<file path="src/tpm_fifo.sv">
// tach period measure: shared constants package and the sample fifo
// assumes one clock domain and an active-low reset already synchronised by the caller
package tpm_pkg;

  ////////////////////////////////////////////////////////////////////////
  // register map, byte addresses on the axi4-lite slave
  localparam logic [7:0]  REG_CTRL        = 8'h00;
  localparam logic [7:0]  REG_CHMASK      = 8'h04;
  localparam logic [7:0]  REG_DELAY       = 8'h08;
  localparam logic [7:0]  REG_COUNT       = 8'h0C;
  localparam logic [7:0]  REG_STATUS      = 8'h10;
  localparam int          ADDR_W          = 8;

  // control fields and reset values
  localparam int          CTRL_FALL_BIT   = 1;
  localparam int          CTRL_STALE_BIT  = 2;
  localparam logic [31:0] CTRL_RST        = 32'h0000_0004;
  localparam int          CHMASK_TACH_BIT = 8;
  localparam logic [31:0] CHMASK_RST      = 32'h0000_0000;
  localparam int          DELAY_W         = 5;
  localparam logic [4:0]  DELAY_RST       = 5'h06;

  // status fields
  localparam int          STAT_FRESH_BIT  = 0;
  localparam int          STAT_MEAS_BIT   = 1;
  localparam int          STAT_READY_BIT  = 2;

  // axi responses
  localparam logic [1:0]  RESP_OKAY       = 2'h0;
  localparam logic [1:0]  RESP_SLVERR     = 2'h2;

  ////////////////////////////////////////////////////////////////////////
  // data path and timing
  localparam int          DATA_W          = 32;
  localparam int          FIFO_D          = 32;
  localparam int          CREDIT_W        = 6;
  localparam int          CLK_HZ          = 10_000_000;
  localparam int          CNT_HZ          = 12_000_000;
  localparam int          CNT_RES_NS      = 83;
  // clocks per count tick; never below one clock
  localparam int          TICK_DIV        = (CLK_HZ >= CNT_HZ) ? (CLK_HZ / CNT_HZ) : 1;
  localparam int          TICK_W          = 4;

  typedef enum logic [1:0]
  {
    TPM_IDLE  = 2'b00,
    TPM_COUNT = 2'b01
  } tpm_st_t;

endpackage : tpm_pkg

`timescale 1ns/1ps

////////////////////////////////////////////////////////////////////////
// fifo with registered read data; rd_en lets the owner hold words back
module tpm_fifo #(
  parameter int W = 32,
  parameter int D = 32
) (
  input  wire logic         clk,
  input  wire logic         rst_n,
  input  wire logic         flush,
  input  wire logic         in_valid,
  output logic              in_ready,
  input  wire logic [W-1:0] in_data,
  input  wire logic         rd_en,
  output logic              pop,
  output logic              out_valid,
  input  wire logic         out_ready,
  output logic [W-1:0]      out_data
);

  localparam int AW = $clog2(D);

  typedef struct packed {
    logic [D-1:0][W-1:0] mem;
    logic [AW-1:0]       wp;
    logic [AW-1:0]       rp;
    logic [AW:0]         cnt;
    logic                full;
    logic                ovalid;
    logic [W-1:0]        odata;
  } tpm_fifo_t;

  tpm_fifo_t s_r;
  tpm_fifo_t s_nxt;
  logic      push;

  // full comes from a register so in_ready is a clean flop output
  assign in_ready  = ~s_r.full;
  assign out_valid = s_r.ovalid;
  assign out_data  = s_r.odata;
  assign push      = in_valid & ~s_r.full;
  assign pop       = rd_en & (s_r.cnt != '0) & (~s_r.ovalid | out_ready);

  // next state: drain output stage, refill it, then store the pushed word
  always_comb
  begin
    s_nxt = s_r;
    if (s_r.ovalid && out_ready)
      s_nxt.ovalid = 1'b0;
    if (pop)
    begin
      s_nxt.odata  = s_r.mem[s_r.rp];
      s_nxt.ovalid = 1'b1;
      s_nxt.rp     = s_r.rp + 1'b1;
    end
    if (push)
    begin
      s_nxt.mem[s_r.wp] = in_data;
      s_nxt.wp          = s_r.wp + 1'b1;
    end
    s_nxt.cnt  = s_r.cnt + (AW + 1)'(push) - (AW + 1)'(pop);
    s_nxt.full = (s_nxt.cnt == (AW + 1)'(D));
    if (flush)
    begin
      s_nxt.wp     = '0;
      s_nxt.rp     = '0;
      s_nxt.cnt    = '0;
      s_nxt.full   = 1'b0;
      s_nxt.ovalid = 1'b0;
    end
  end

  // state register
  always_ff @(posedge clk or negedge rst_n)
  begin
    if (!rst_n)
      s_r <= '0;
    else
      s_r <= s_nxt;
  end

endmodule : tpm_fifo

</file>
<file path="src/tpm_top.sv">
// tach period measure: counts clocks between programmable starting edges of the
// tachometer pin and hands the count to the input stream, delayed to line up with adc data
// assumes the stream assembler is on clk, raises smp_valid once per a/d sample after
// its trigger, and holds acq_run high while the input operation runs
`timescale 1ns/1ps

module tpm_top (
  input  wire logic        clk,
  input  wire logic        rst_n,
  // axi4-lite register slave
  input  wire logic [7:0]  s_axi_awaddr,
  input  wire logic [2:0]  s_axi_awprot,
  input  wire logic        s_axi_awvalid,
  output logic             s_axi_awready,
  input  wire logic [31:0] s_axi_wdata,
  input  wire logic [3:0]  s_axi_wstrb,
  input  wire logic        s_axi_wvalid,
  output logic             s_axi_wready,
  output logic [1:0]       s_axi_bresp,
  output logic             s_axi_bvalid,
  input  wire logic        s_axi_bready,
  input  wire logic [7:0]  s_axi_araddr,
  input  wire logic [2:0]  s_axi_arprot,
  input  wire logic        s_axi_arvalid,
  output logic             s_axi_arready,
  output logic [31:0]      s_axi_rdata,
  output logic [1:0]       s_axi_rresp,
  output logic             s_axi_rvalid,
  input  wire logic        s_axi_rready,
  // conditioned tachometer pin, asynchronous
  input  wire logic        tach_in,
  // stream assembler side
  input  wire logic        acq_run,
  input  wire logic        smp_valid,
  output logic             smp_ready,
  output logic             tach_valid,
  input  wire logic        tach_ready,
  output logic [31:0]      tach_data
);

  ////////////////////////////////////////////////////////////////////////
  // state of the whole block

  typedef struct packed {
    logic [1:0]                       tsync;
    logic                             tprev;
    tpm_pkg::tpm_st_t                 st;
    logic [tpm_pkg::TICK_W-1:0]       div;
    logic [31:0]                      cnt;
    logic [31:0]                      latch;
    logic                             fresh;
    logic [tpm_pkg::DELAY_W-1:0]      seen;
    logic [tpm_pkg::CREDIT_W-1:0]     credit;
    logic                             run_d;
    logic [31:0]                      ctrl;
    logic [31:0]                      chmask;
    logic [tpm_pkg::DELAY_W-1:0]      dly;
    logic                             awready;
    logic                             wready;
    logic                             have_aw;
    logic                             have_w;
    logic [tpm_pkg::ADDR_W-1:0]       awaddr;
    logic [31:0]                      wdata;
    logic [3:0]                       wstrb;
    logic                             bvalid;
    logic [1:0]                       bresp;
    logic                             arready;
    logic                             rvalid;
    logic [31:0]                      rdata;
    logic [1:0]                       rresp;
  } tpm_state_t;

  tpm_state_t  s_r;
  tpm_state_t  s_nxt;
  logic [1:0]  rst_sync_r;
  logic        rst_i_n;

  // fifo hookup
  logic        f_push;
  logic [31:0] f_data;
  logic        f_in_ready;
  logic        f_rd_en;
  logic        f_pop;
  logic        f_flush;

  // combinational helpers
  logic        active;
  logic        tick;
  logic        edge_rise;
  logic        edge_fall;
  logic        start_edge;
  logic        sample;
  logic        stale_en;

  ////////////////////////////////////////////////////////////////////////
  // reset release through two flops; assertion stays asynchronous
  always_ff @(posedge clk or negedge rst_n)
  begin
    if (!rst_n)
      rst_sync_r <= 2'h0;
    else
      rst_sync_r <= {rst_sync_r[0], 1'b1};
  end
  assign rst_i_n = rst_sync_r[1];

  ////////////////////////////////////////////////////////////////////////
  // edge detect and sample qualification; tsync[0] feeds only tsync[1]
  assign active     = acq_run;
  assign tick       = (s_r.div == '0);
  assign edge_rise  = s_r.tsync[1] & ~s_r.tprev;
  assign edge_fall  = ~s_r.tsync[1] & s_r.tprev;
  assign start_edge = s_r.ctrl[tpm_pkg::CTRL_FALL_BIT] ? edge_fall : edge_rise;
  assign stale_en   = s_r.ctrl[tpm_pkg::CTRL_STALE_BIT];
  // samples are only offered after the stream's trigger, so tach follows it
  assign sample     = smp_valid & f_in_ready & active;

  // word pushed per sample: msb carries staleness, low bits the latched count
  assign f_push  = sample & s_r.chmask[tpm_pkg::CHMASK_TACH_BIT];
  assign f_data  = {stale_en & ~s_r.fresh, s_r.latch[30:0]};
  assign f_rd_en = (s_r.credit != '0);
  // stopping drops queued words so a restart does not replay old counts
  assign f_flush = ~active;

  ////////////////////////////////////////////////////////////////////////
  // next state
  always_comb
  begin
    logic [31:0] rd_val;
    logic [31:0] wmerge;
    logic [31:0] wold;
    logic        wr_ok;
    logic        rd_ok;
    rd_val = 32'h0000_0000;
    wmerge = 32'h0000_0000;
    wold   = 32'h0000_0000;
    wr_ok  = 1'b0;
    rd_ok  = 1'b0;
    s_nxt  = s_r;

    // pin synchroniser
    s_nxt.tsync = {s_r.tsync[0], tach_in};
    s_nxt.tprev = s_r.tsync[1];
    s_nxt.run_d = active;

    // count tick divider; at or below the count rate it ticks every clock
    if (s_r.div == tpm_pkg::TICK_W'(tpm_pkg::TICK_DIV - 1))
      s_nxt.div = '0;
    else
      s_nxt.div = s_r.div + 1'b1;

    // ------------------------------------------------------------------
    // period measurement
    if (!active)
    begin
      s_nxt.st     = tpm_pkg::TPM_IDLE;
      s_nxt.cnt    = 32'h0000_0000;
      s_nxt.latch  = 32'h0000_0000;
      s_nxt.fresh  = 1'b0;
      s_nxt.seen   = '0;
      s_nxt.credit = '0;
    end
    else
    begin
      unique case (s_r.st)
        tpm_pkg::TPM_IDLE:
        begin
          // first starting edge opens the first period
          if (start_edge)
          begin
            s_nxt.st  = tpm_pkg::TPM_COUNT;
            s_nxt.cnt = 32'h0000_0001;
          end
        end
        tpm_pkg::TPM_COUNT:
        begin
          if (start_edge)
          begin
            // n ticks between edges latch as n+1
            s_nxt.latch = s_r.cnt + 32'h0000_0001;
            s_nxt.cnt   = 32'h0000_0001;
          end
          else if (tick && (s_r.cnt != 32'h7FFF_FFFF))
            s_nxt.cnt = s_r.cnt + 32'h0000_0001;
        end
      endcase

      // fresh flag: a latch in the same cycle as a sample wins over the clear
      if (f_push)
        s_nxt.fresh = 1'b0;
      if ((s_r.st == tpm_pkg::TPM_COUNT) && start_edge)
        s_nxt.fresh = 1'b1;

      // delay line: the first dly pushes only prime it, later ones release a word
      if (f_push)
      begin
        if (s_r.seen < s_r.dly)
          s_nxt.seen = s_r.seen + 1'b1;
        else
          s_nxt.credit = s_r.credit + 1'b1;
      end
      if (f_pop)
        s_nxt.credit = s_nxt.credit - 1'b1;
    end

    // ------------------------------------------------------------------
    // axi write: address and data caught in either order
    if (s_r.awready && s_axi_awvalid)
    begin
      s_nxt.awaddr  = s_axi_awaddr;
      s_nxt.have_aw = 1'b1;
      s_nxt.awready = 1'b0;
    end
    if (s_r.wready && s_axi_wvalid)
    begin
      s_nxt.wdata  = s_axi_wdata;
      s_nxt.wstrb  = s_axi_wstrb;
      s_nxt.have_w = 1'b1;
      s_nxt.wready = 1'b0;
    end
    if (s_r.have_aw && s_r.have_w && !s_r.bvalid)
    begin
      wr_ok = 1'b1;
      unique case (s_r.awaddr)
        tpm_pkg::REG_CTRL:   wold = s_r.ctrl;
        tpm_pkg::REG_CHMASK: wold = s_r.chmask;
        tpm_pkg::REG_DELAY:  wold = {27'h0, s_r.dly};
        tpm_pkg::REG_COUNT:  wold = 32'h0000_0000;
        tpm_pkg::REG_STATUS: wold = 32'h0000_0000;
        default:             wr_ok = 1'b0;
      endcase
      for (int b = 0; b < 4; b++)
        wmerge[b*8 +: 8] = s_r.wstrb[b] ? s_r.wdata[b*8 +: 8] : wold[b*8 +: 8];
      if (s_r.awaddr == tpm_pkg::REG_CTRL)
        s_nxt.ctrl = wmerge & (32'h0000_0001 << tpm_pkg::CTRL_FALL_BIT
                               | 32'h0000_0001 << tpm_pkg::CTRL_STALE_BIT);
      if (s_r.awaddr == tpm_pkg::REG_CHMASK)
        s_nxt.chmask = wmerge;
      if (s_r.awaddr == tpm_pkg::REG_DELAY)
        s_nxt.dly = wmerge[tpm_pkg::DELAY_W-1:0];
      s_nxt.bvalid  = 1'b1;
      s_nxt.bresp   = wr_ok ? tpm_pkg::RESP_OKAY : tpm_pkg::RESP_SLVERR;
      s_nxt.have_aw = 1'b0;
      s_nxt.have_w  = 1'b0;
    end
    // reopen both channels once the response is taken
    if (s_r.bvalid && s_axi_bready)
    begin
      s_nxt.bvalid  = 1'b0;
      s_nxt.awready = 1'b1;
      s_nxt.wready  = 1'b1;
    end

    // ------------------------------------------------------------------
    // axi read: one beat, answered the cycle after the address is taken
    rd_ok = 1'b1;
    unique case (s_axi_araddr)
      tpm_pkg::REG_CTRL:   rd_val = s_r.ctrl;
      tpm_pkg::REG_CHMASK: rd_val = s_r.chmask;
      tpm_pkg::REG_DELAY:  rd_val = {27'h0, s_r.dly};
      tpm_pkg::REG_COUNT:  rd_val = s_r.latch;
      tpm_pkg::REG_STATUS: rd_val = {29'h0, f_in_ready,
                                     s_r.st == tpm_pkg::TPM_COUNT, s_r.fresh};
      default:
      begin
        rd_val = 32'h0000_0000;
        rd_ok  = 1'b0;
      end
    endcase
    if (s_r.arready && s_axi_arvalid)
    begin
      s_nxt.rdata   = rd_val;
      s_nxt.rresp   = rd_ok ? tpm_pkg::RESP_OKAY : tpm_pkg::RESP_SLVERR;
      s_nxt.rvalid  = 1'b1;
      s_nxt.arready = 1'b0;
    end
    if (s_r.rvalid && s_axi_rready)
    begin
      s_nxt.rvalid  = 1'b0;
      s_nxt.arready = 1'b1;
    end
  end

  ////////////////////////////////////////////////////////////////////////
  // state register; reset clears the measurement and loads register defaults
  always_ff @(posedge clk or negedge rst_i_n)
  begin
    if (!rst_i_n)
    begin
      s_r         <= '0;
      s_r.st      <= tpm_pkg::TPM_IDLE;
      s_r.ctrl    <= tpm_pkg::CTRL_RST;
      s_r.chmask  <= tpm_pkg::CHMASK_RST;
      s_r.dly     <= tpm_pkg::DELAY_RST;
      s_r.awready <= 1'b1;
      s_r.wready  <= 1'b1;
      s_r.arready <= 1'b1;
    end
    else
      s_r <= s_nxt;
  end

  ////////////////////////////////////////////////////////////////////////
  // outputs, all straight from flops
  assign s_axi_awready = s_r.awready;
  assign s_axi_wready  = s_r.wready;
  assign s_axi_bvalid  = s_r.bvalid;
  assign s_axi_bresp   = s_r.bresp;
  assign s_axi_arready = s_r.arready;
  assign s_axi_rvalid  = s_r.rvalid;
  assign s_axi_rdata   = s_r.rdata;
  assign s_axi_rresp   = s_r.rresp;
  assign smp_ready     = f_in_ready;

  ////////////////////////////////////////////////////////////////////////
  // sample fifo doubles as the group-delay pipeline; a stalled reader
  // fills it and then holds smp_ready low toward the assembler
  tpm_fifo #(
    .W (tpm_pkg::DATA_W),
    .D (tpm_pkg::FIFO_D)
  ) u_fifo (
    .clk       (clk),
    .rst_n     (rst_i_n),
    .flush     (f_flush),
    .in_valid  (f_push),
    .in_ready  (f_in_ready),
    .in_data   (f_data),
    .rd_en     (f_rd_en),
    .pop       (f_pop),
    .out_valid (tach_valid),
    .out_ready (tach_ready),
    .out_data  (tach_data)
  );

endmodule : tpm_top

</file>
<file path="config.mk">
export PLATFORM = sky130hd
export DESIGN_NAME = tpm_top
export DESIGN_NICKNAME = d
export VERILOG_FILES = /design/src/tpm_fifo.sv /design/src/tpm_top.sv
export SDC_FILE = /design/constraint.sdc
export NUM_CORES = 2
export LEC_CHECK = 0
export BUFFER_PORTS_ARGS = -buffer_cell sky130_fd_sc_hd__buf_2
export CORE_ASPECT_RATIO = 0.9
export CORE_MARGIN = 2
export CORE_UTILIZATION = 45
export CTS_BUF_LIST = sky130_fd_sc_hd__clkbuf_2 sky130_fd_sc_hd__clkbuf_4 sky130_fd_sc_hd__clkbuf_8
export DETAILED_ROUTE_END_ITERATION = 8
export PLACE_DENSITY_LB_ADDON = 0.2
export SLEW_MARGIN = 20
export SYNTH_ARGS = -nofsm -noshare
export SYNTH_HDL_FRONTEND = slang
export SYNTH_SLANG_ARGS = --single-unit
</file>
<file path="constraint.sdc">
create_clock -name clk -period 47 [get_ports clk]
set_input_delay 9.4 -clock clk [delete_from_list [all_inputs] [get_ports clk]]
set_output_delay 9.4 -clock clk [all_outputs]
set_load 0.01 [all_outputs]
</file>
# Yosys cells after proc, flatten, opt, wreduce, memory -nomap -nowiden
# Index checks and enable logic that the tools add are counted.
# W data, S select, Z words.
totals:
  reg_bits: 1287
  inputBits: 69
  out_inout_bits: 75
  elab_cells: 209
op_classes:
  n_addsub: 9
  magnitude_cmp: 4
  eq_ne: 26
  mux: 50
  n_bitwise: 15
  reduce_logical: 37
op_table:
  columns: ["operator", "n"]
  rows:
  - ["$bwmux W1024", 1]
  - ["$mux W32", 7]
  - ["$bmux W32 S5", 1]
  - ["$demux W32 S5", 1]
  - ["$pmux W32 S5", 1]
  - ["$pmux W32 S2", 2]
  - ["$mux W76", 1]
  - ["$mux W36", 1]
  - ["$mux W33", 1]
  - ["$add A32 B1 Y32 const B", 1]
  - ["$eq A8 B4 Y1 const B", 4]
  - ["$mux W8", 4]
  - ["$ne A32 B31 Y1 const B", 1]
  - ["$mux W11", 2]
  - ["$mux W18", 1]
  - ["$eq A8 B3 Y1 const B", 2]
  - ["$eq A8 B5 Y1 const B", 2]
  - ["$logic_not A8 Y1", 2]
  - ["$mux W2", 8]
  - ["$add A5 B1 Y5 const B", 3]
  - ["$mux W5", 3]
  - ["$ne A2 B1 Y1 const B", 7]
  - ["$reduce_and A2 Y1", 7]
  - ["$lt A5 B6 Y1 const B", 2]
  - ["28 further kinds", 76]

# Depth between registers and ports, before layout
logic_depth:
  ltp_word: 9
  ltp_mapped: 14
  ltp_nobuf: 12

# Hierarchy
# Synthesis repeated with hierarchy kept, for this count alone.
unflattened:
  cells_unflattened: 4138
  area_unflattened_um2: 58864.0
by_module_without_submodules:
  columns: ["mod", "instances", "cells_per_inst", "area_each_um2", "seq_area_each_um2"]
  rows:
  - ["tpm_fifo", 1, 3213, 48869.4, 26875.8]
  - ["tpm_top", 1, 925, 9994.6, 5262.5]

# Least setup slack after synthesis
# Ideal clock, no wire load.
synth_timing:
  path_type: "input to register"
  startpoint: "in tach_ready"
  endpoint: "reg u_fifo.s_r[33] (netlist bit)"
  setup_ps: 105
  arrival_ps: 11846
  t_required_ps: 46895
  slack_ps: 35048
  stages: 11
  path_buffers: 2
  cell_sequence: "nor2b_1 > a311oi_1 > clkbuf_1 > buf_2 > nand2b_1 > ha_1 > a21o_1 > a21oi_1 > xor2_1 > or4_1 > nor4b_1"
synth_rtl:
  columns: ["element", "line_no", "source"]
  rows:
  - ["start: declaration", "tpm_top.sv:37", "input wire logic tach_ready,"]
  - ["end signal: assignment", "tpm_fifo.sv:131", "s_r <= s_nxt;"]
  - ["end: declaration", "tpm_fifo.sv:85", "tpm_fifo_t s_r;"]

==> metrics.md <==
| Metric | Value |
|---|---|
| Layout Skew | 0.02471 ns |
| Most common cell in the netlist | dfrtp_1 |
| Final period utilization | 25.06% |
| Initial DRC Count | 2148 |
| CP arrival | 12.58 ns |
| Delay-heaviest family, CP | simple AND/OR/NAND/NOR gates |
| Status | complete, no violations |
| Hold Slack | 0.3510 ns |
| Port bufs | 135 |
| Largest net degree at the start of global routing | 179 |
| Critical Path Start Type | input pin |
| Worst-path fanout max | 71 |
| RSZ-0062 raised after global routing | false |
| Required @ worst endpoint | 47.81 ns |
| Total track usage | 22.57% |
| Pwr Total | 2278 µW |
| Warnings from Yosys | 0 |
| Die Height | 345.8 µm |
| Max H-tree Level | 4 |
| Yosys top cell by area | dfrtp_1 |
| Setup TNS | 0 ns |
| Met1 usage in global routing | 32.39% |
| Slowest stage delay, CP | 0.80 ns |
| Met2 GRT Util | 35.28% |
| I/O pin count | 144 |
| Vias | 33190 |
| Top FF cell, synth | dfrtp_1 |
| Root Buffer | clkbuf_8 |
| Final Cell Area | 64680 µm² |
| Fin cells | 5858 |
| Wire length per cell | 24.93 µm |
| Worst setup EP type | register |
| Clk sinks | 1284 |
| Vias in the first global route | 34840 |
| GRT overflow | 0 |
| Layout cells sized above 1 | 49.84% |
| Worst min path class | register to register |
| Worst-path clk slew | 0.06 ns |
| Post-layout minimum cycle time | 11.78 ns |
| Post-synthesis to final-layout area growth | 10.71% |
| Final nets | 4062 |
| Top cell type's share of synthesized area | 54.74% |
| Critical path's slowest cell | buf_4 |
| # fillers | 11100 |
| Routing usage on met3 | 3.997% |
| Unique masters post-synth | 71 |
| Antenna viol nets, final | 0 |
| Peak VDD IR | 0.00002651 V |
| Area after DPL | 60080 µm² |
| CTS Hold Bufs | 0 |
| CORE AREA | 129000 µm² |
| CTS tree | built |
| GR peak layer | met2 |
| DRC Markers | 0 |
| Post-CTS Setup Repair Bufs | 0 |
| Initial antenna violation count | 3 |
| Dpl cells | 5471 |
| Starting Density | 45.28% |
| Clk_lat worst skew | 0.92 ns |
| Area of the die | 132700 µm² |
| Synth top cells by count | dfrtp_1 (1278), mux2_2 (1064), mux4_2 (320), nand2_1 (185), clkbuf_1 (167) |
| Chain of cells forming the critical path | buf_2 -> nor2b_1 -> a311oi_4 -> buf_4 -> nand2b_1 -> ha_1 -> a21o_1 -> a21oi_1 -> xor2_1 -> or4_1 -> nor4b_1 |
| Setup violations, final | 0 |
| Seq/Total Area, Yosys | 55.01% |
| Die width | 383.8 µm |
| Max-Cap Viols | 0 |
| Critical path type | input pin to register |
| Final wirelength | 146100 µm |
| DRT Pass-1 Iters | 5 |
| Post_cts resized | 0 |
| Top post-synthesis cells by area | dfrtp_1 (55%), mux2_2 (21%), mux4_2 (12%) |
| Placer Congestion | 0.7654 |
| R2r setup slk | 42.46 ns |
| Leakage Power | 0.03046 µW |
| First-pass GRT wire length | 225000 µm |
| Post-synth EDFFs | 0 |
| Max-slew violations | 0 |
| Synthesized area | 58420 µm² |
| Upper clock frequency limit | 0.08490 GHz |
| #FFs+latches synth | 1284 |
| Clock tree buffer depth | 3 |
| Max_slew headroom | 25.66% |
| WP buf/inv | 2 |
| Share of synthesized registers carrying an async set or reset | 100.0% |
| Power Density | 35.22 nW/µm² |
| Mapped Cells | 3934 |
| Final Hold Viols | 0 |
| DR vias/cell | 5.666 |
| Clock buffer count from CTS | 209 |
| Worst slew pin tran | 1.115 ns |
| HPWL Detailed | 83560 µm |
| Row cnt | 125 |
| Mean Syn Cell Area | 14.85 µm² |
## state kept, by name, indices dropped and copies added (netlist names)
name and cells:
u_fifo.s_r 1041, s_r 136, s_axi_arready 1, s_axi_rdata 32, s_axi_bvalid 1, u_fifo.out_valid 1, s_axi_awready 1, rst_sync_r 2
s_nxt 2, u_fifo.out_data 32, s_axi_rvalid 1, s_axi_wready 1, s_axi_rresp 1, s_axi_bresp 1, f_data 31
## where the power goes
part	leakage, µW	internal (µW)	switching (µW)
clock	0.00244	580	460
combinational	0.0104	33.8	49.9
sequential	0.0176	1130	21.3
## final timing paths
path	startpoint	to	cells after the start
max reg2reg	u_fifo.s_r[40]	u_fifo.out_data[3]	6
min in group asynchronous	rst_sync_r[1]	u_fifo.out_valid	0
min reg2reg	s_nxt[241]	s_nxt[239]	0
min	s_nxt[241]	s_nxt[239]	0
max in group asynchronous	rst_n	rst_sync_r[1]	1
max	tach_ready	u_fifo.s_r[33]	11
## routing by layer
metal | vias to the layer above | part of all wire [%]
li1 | 14450 | -
met1 | 17810 | 46
met2 | 706 | 47
met3 | 223 | 4.5
met4 | 0 | 2.3
met5 | - | 0
## cells in the final DEF, fill, tap and decap left out, types with 6 or more instances in the layout
| cell | instances |
|---|---|
| dfstp_2 | 6 |
| clkbuf_4 | 82 |
| inv_1 | 32 |
| dfrtp_2 | 14 |
| o31ai_1 | 8 |
| or3_1 | 6 |
| xnor2_1 | 42 |
| nand4_1 | 11 |
| and3_1 | 10 |
| clkinv_2 | 20 |
| or4_1 | 7 |
| dfrtp_4 | 6 |
| and2_1 | 20 |
| mux2i_1 | 71 |
| mux2_2 | 1064 |
| dfrtp_1 | 1258 |
| o21ai_0 | 115 |
| nor4_1 | 13 |
| xor2_1 | 17 |
| a21oi_1 | 57 |
| nor2_1 | 104 |
| buf_4 | 79 |
| nand2_1 | 152 |
| clkbuf_8 | 266 |
| nor3b_1 | 8 |
| nand2_2 | 36 |
| ha_1 | 23 |
| nand3_1 | 25 |
| nor3_1 | 22 |
| mux4_2 | 320 |
| buf_2 | 135 |
| nor2b_1 | 6 |
## kinds of logic (layout without fill, tap and decap cells)
family	count (synthesis)	count (layout)	share of synthesized area, %
compound gates	232	232	2.272
xor+xnor	59	59	0.8845
fa+ha+maj	24	24	0.5268
buf+inv	429	635	3.581
flops	1284	1284	55.01
mux	1455	1455	34.06
other cells	2	6	0.01285
simple gates	449	449	3.654
## per-stage QoR
step / utilization [%] / setup slack (ns)
floorplan: - / 8.569
global placement: 46.56 / 34.28
global route: 50.13 / 35.03
finish: 50.13 / 35.22
detailed placement: 46.57 / 34.24
CTS: 50.09 / 35.26
## worst reg2reg max path: stages (launching register included)
cell and delay (ns):
dfrtp_4 0.99, buf_4 0.79, buf_12 0.72, mux4_2 0.78
mux4_2 0.51, mux2i_1 0.47, a21oi_1 0.13
## final cells by class
type / count / area, µm² / area share, %
Antenna cell: 3 / 7.507 / 0.01161
Clock buffer: 348 / 4277 / 6.612
Clock inverter: 35 / 274.0 / 0.4236
Inverter: 33 / 123.9 / 0.1915
Multi-Input combinational cell: 2222 / 24300 / 37.57
Sequential cell: 1284 / 32180 / 49.75
Tap cell: 1714 / 2145 / 3.316
Timing Repair Buffer: 219 / 1376 / 2.128
No activity file was read; power rests on OpenSTA's default activity.
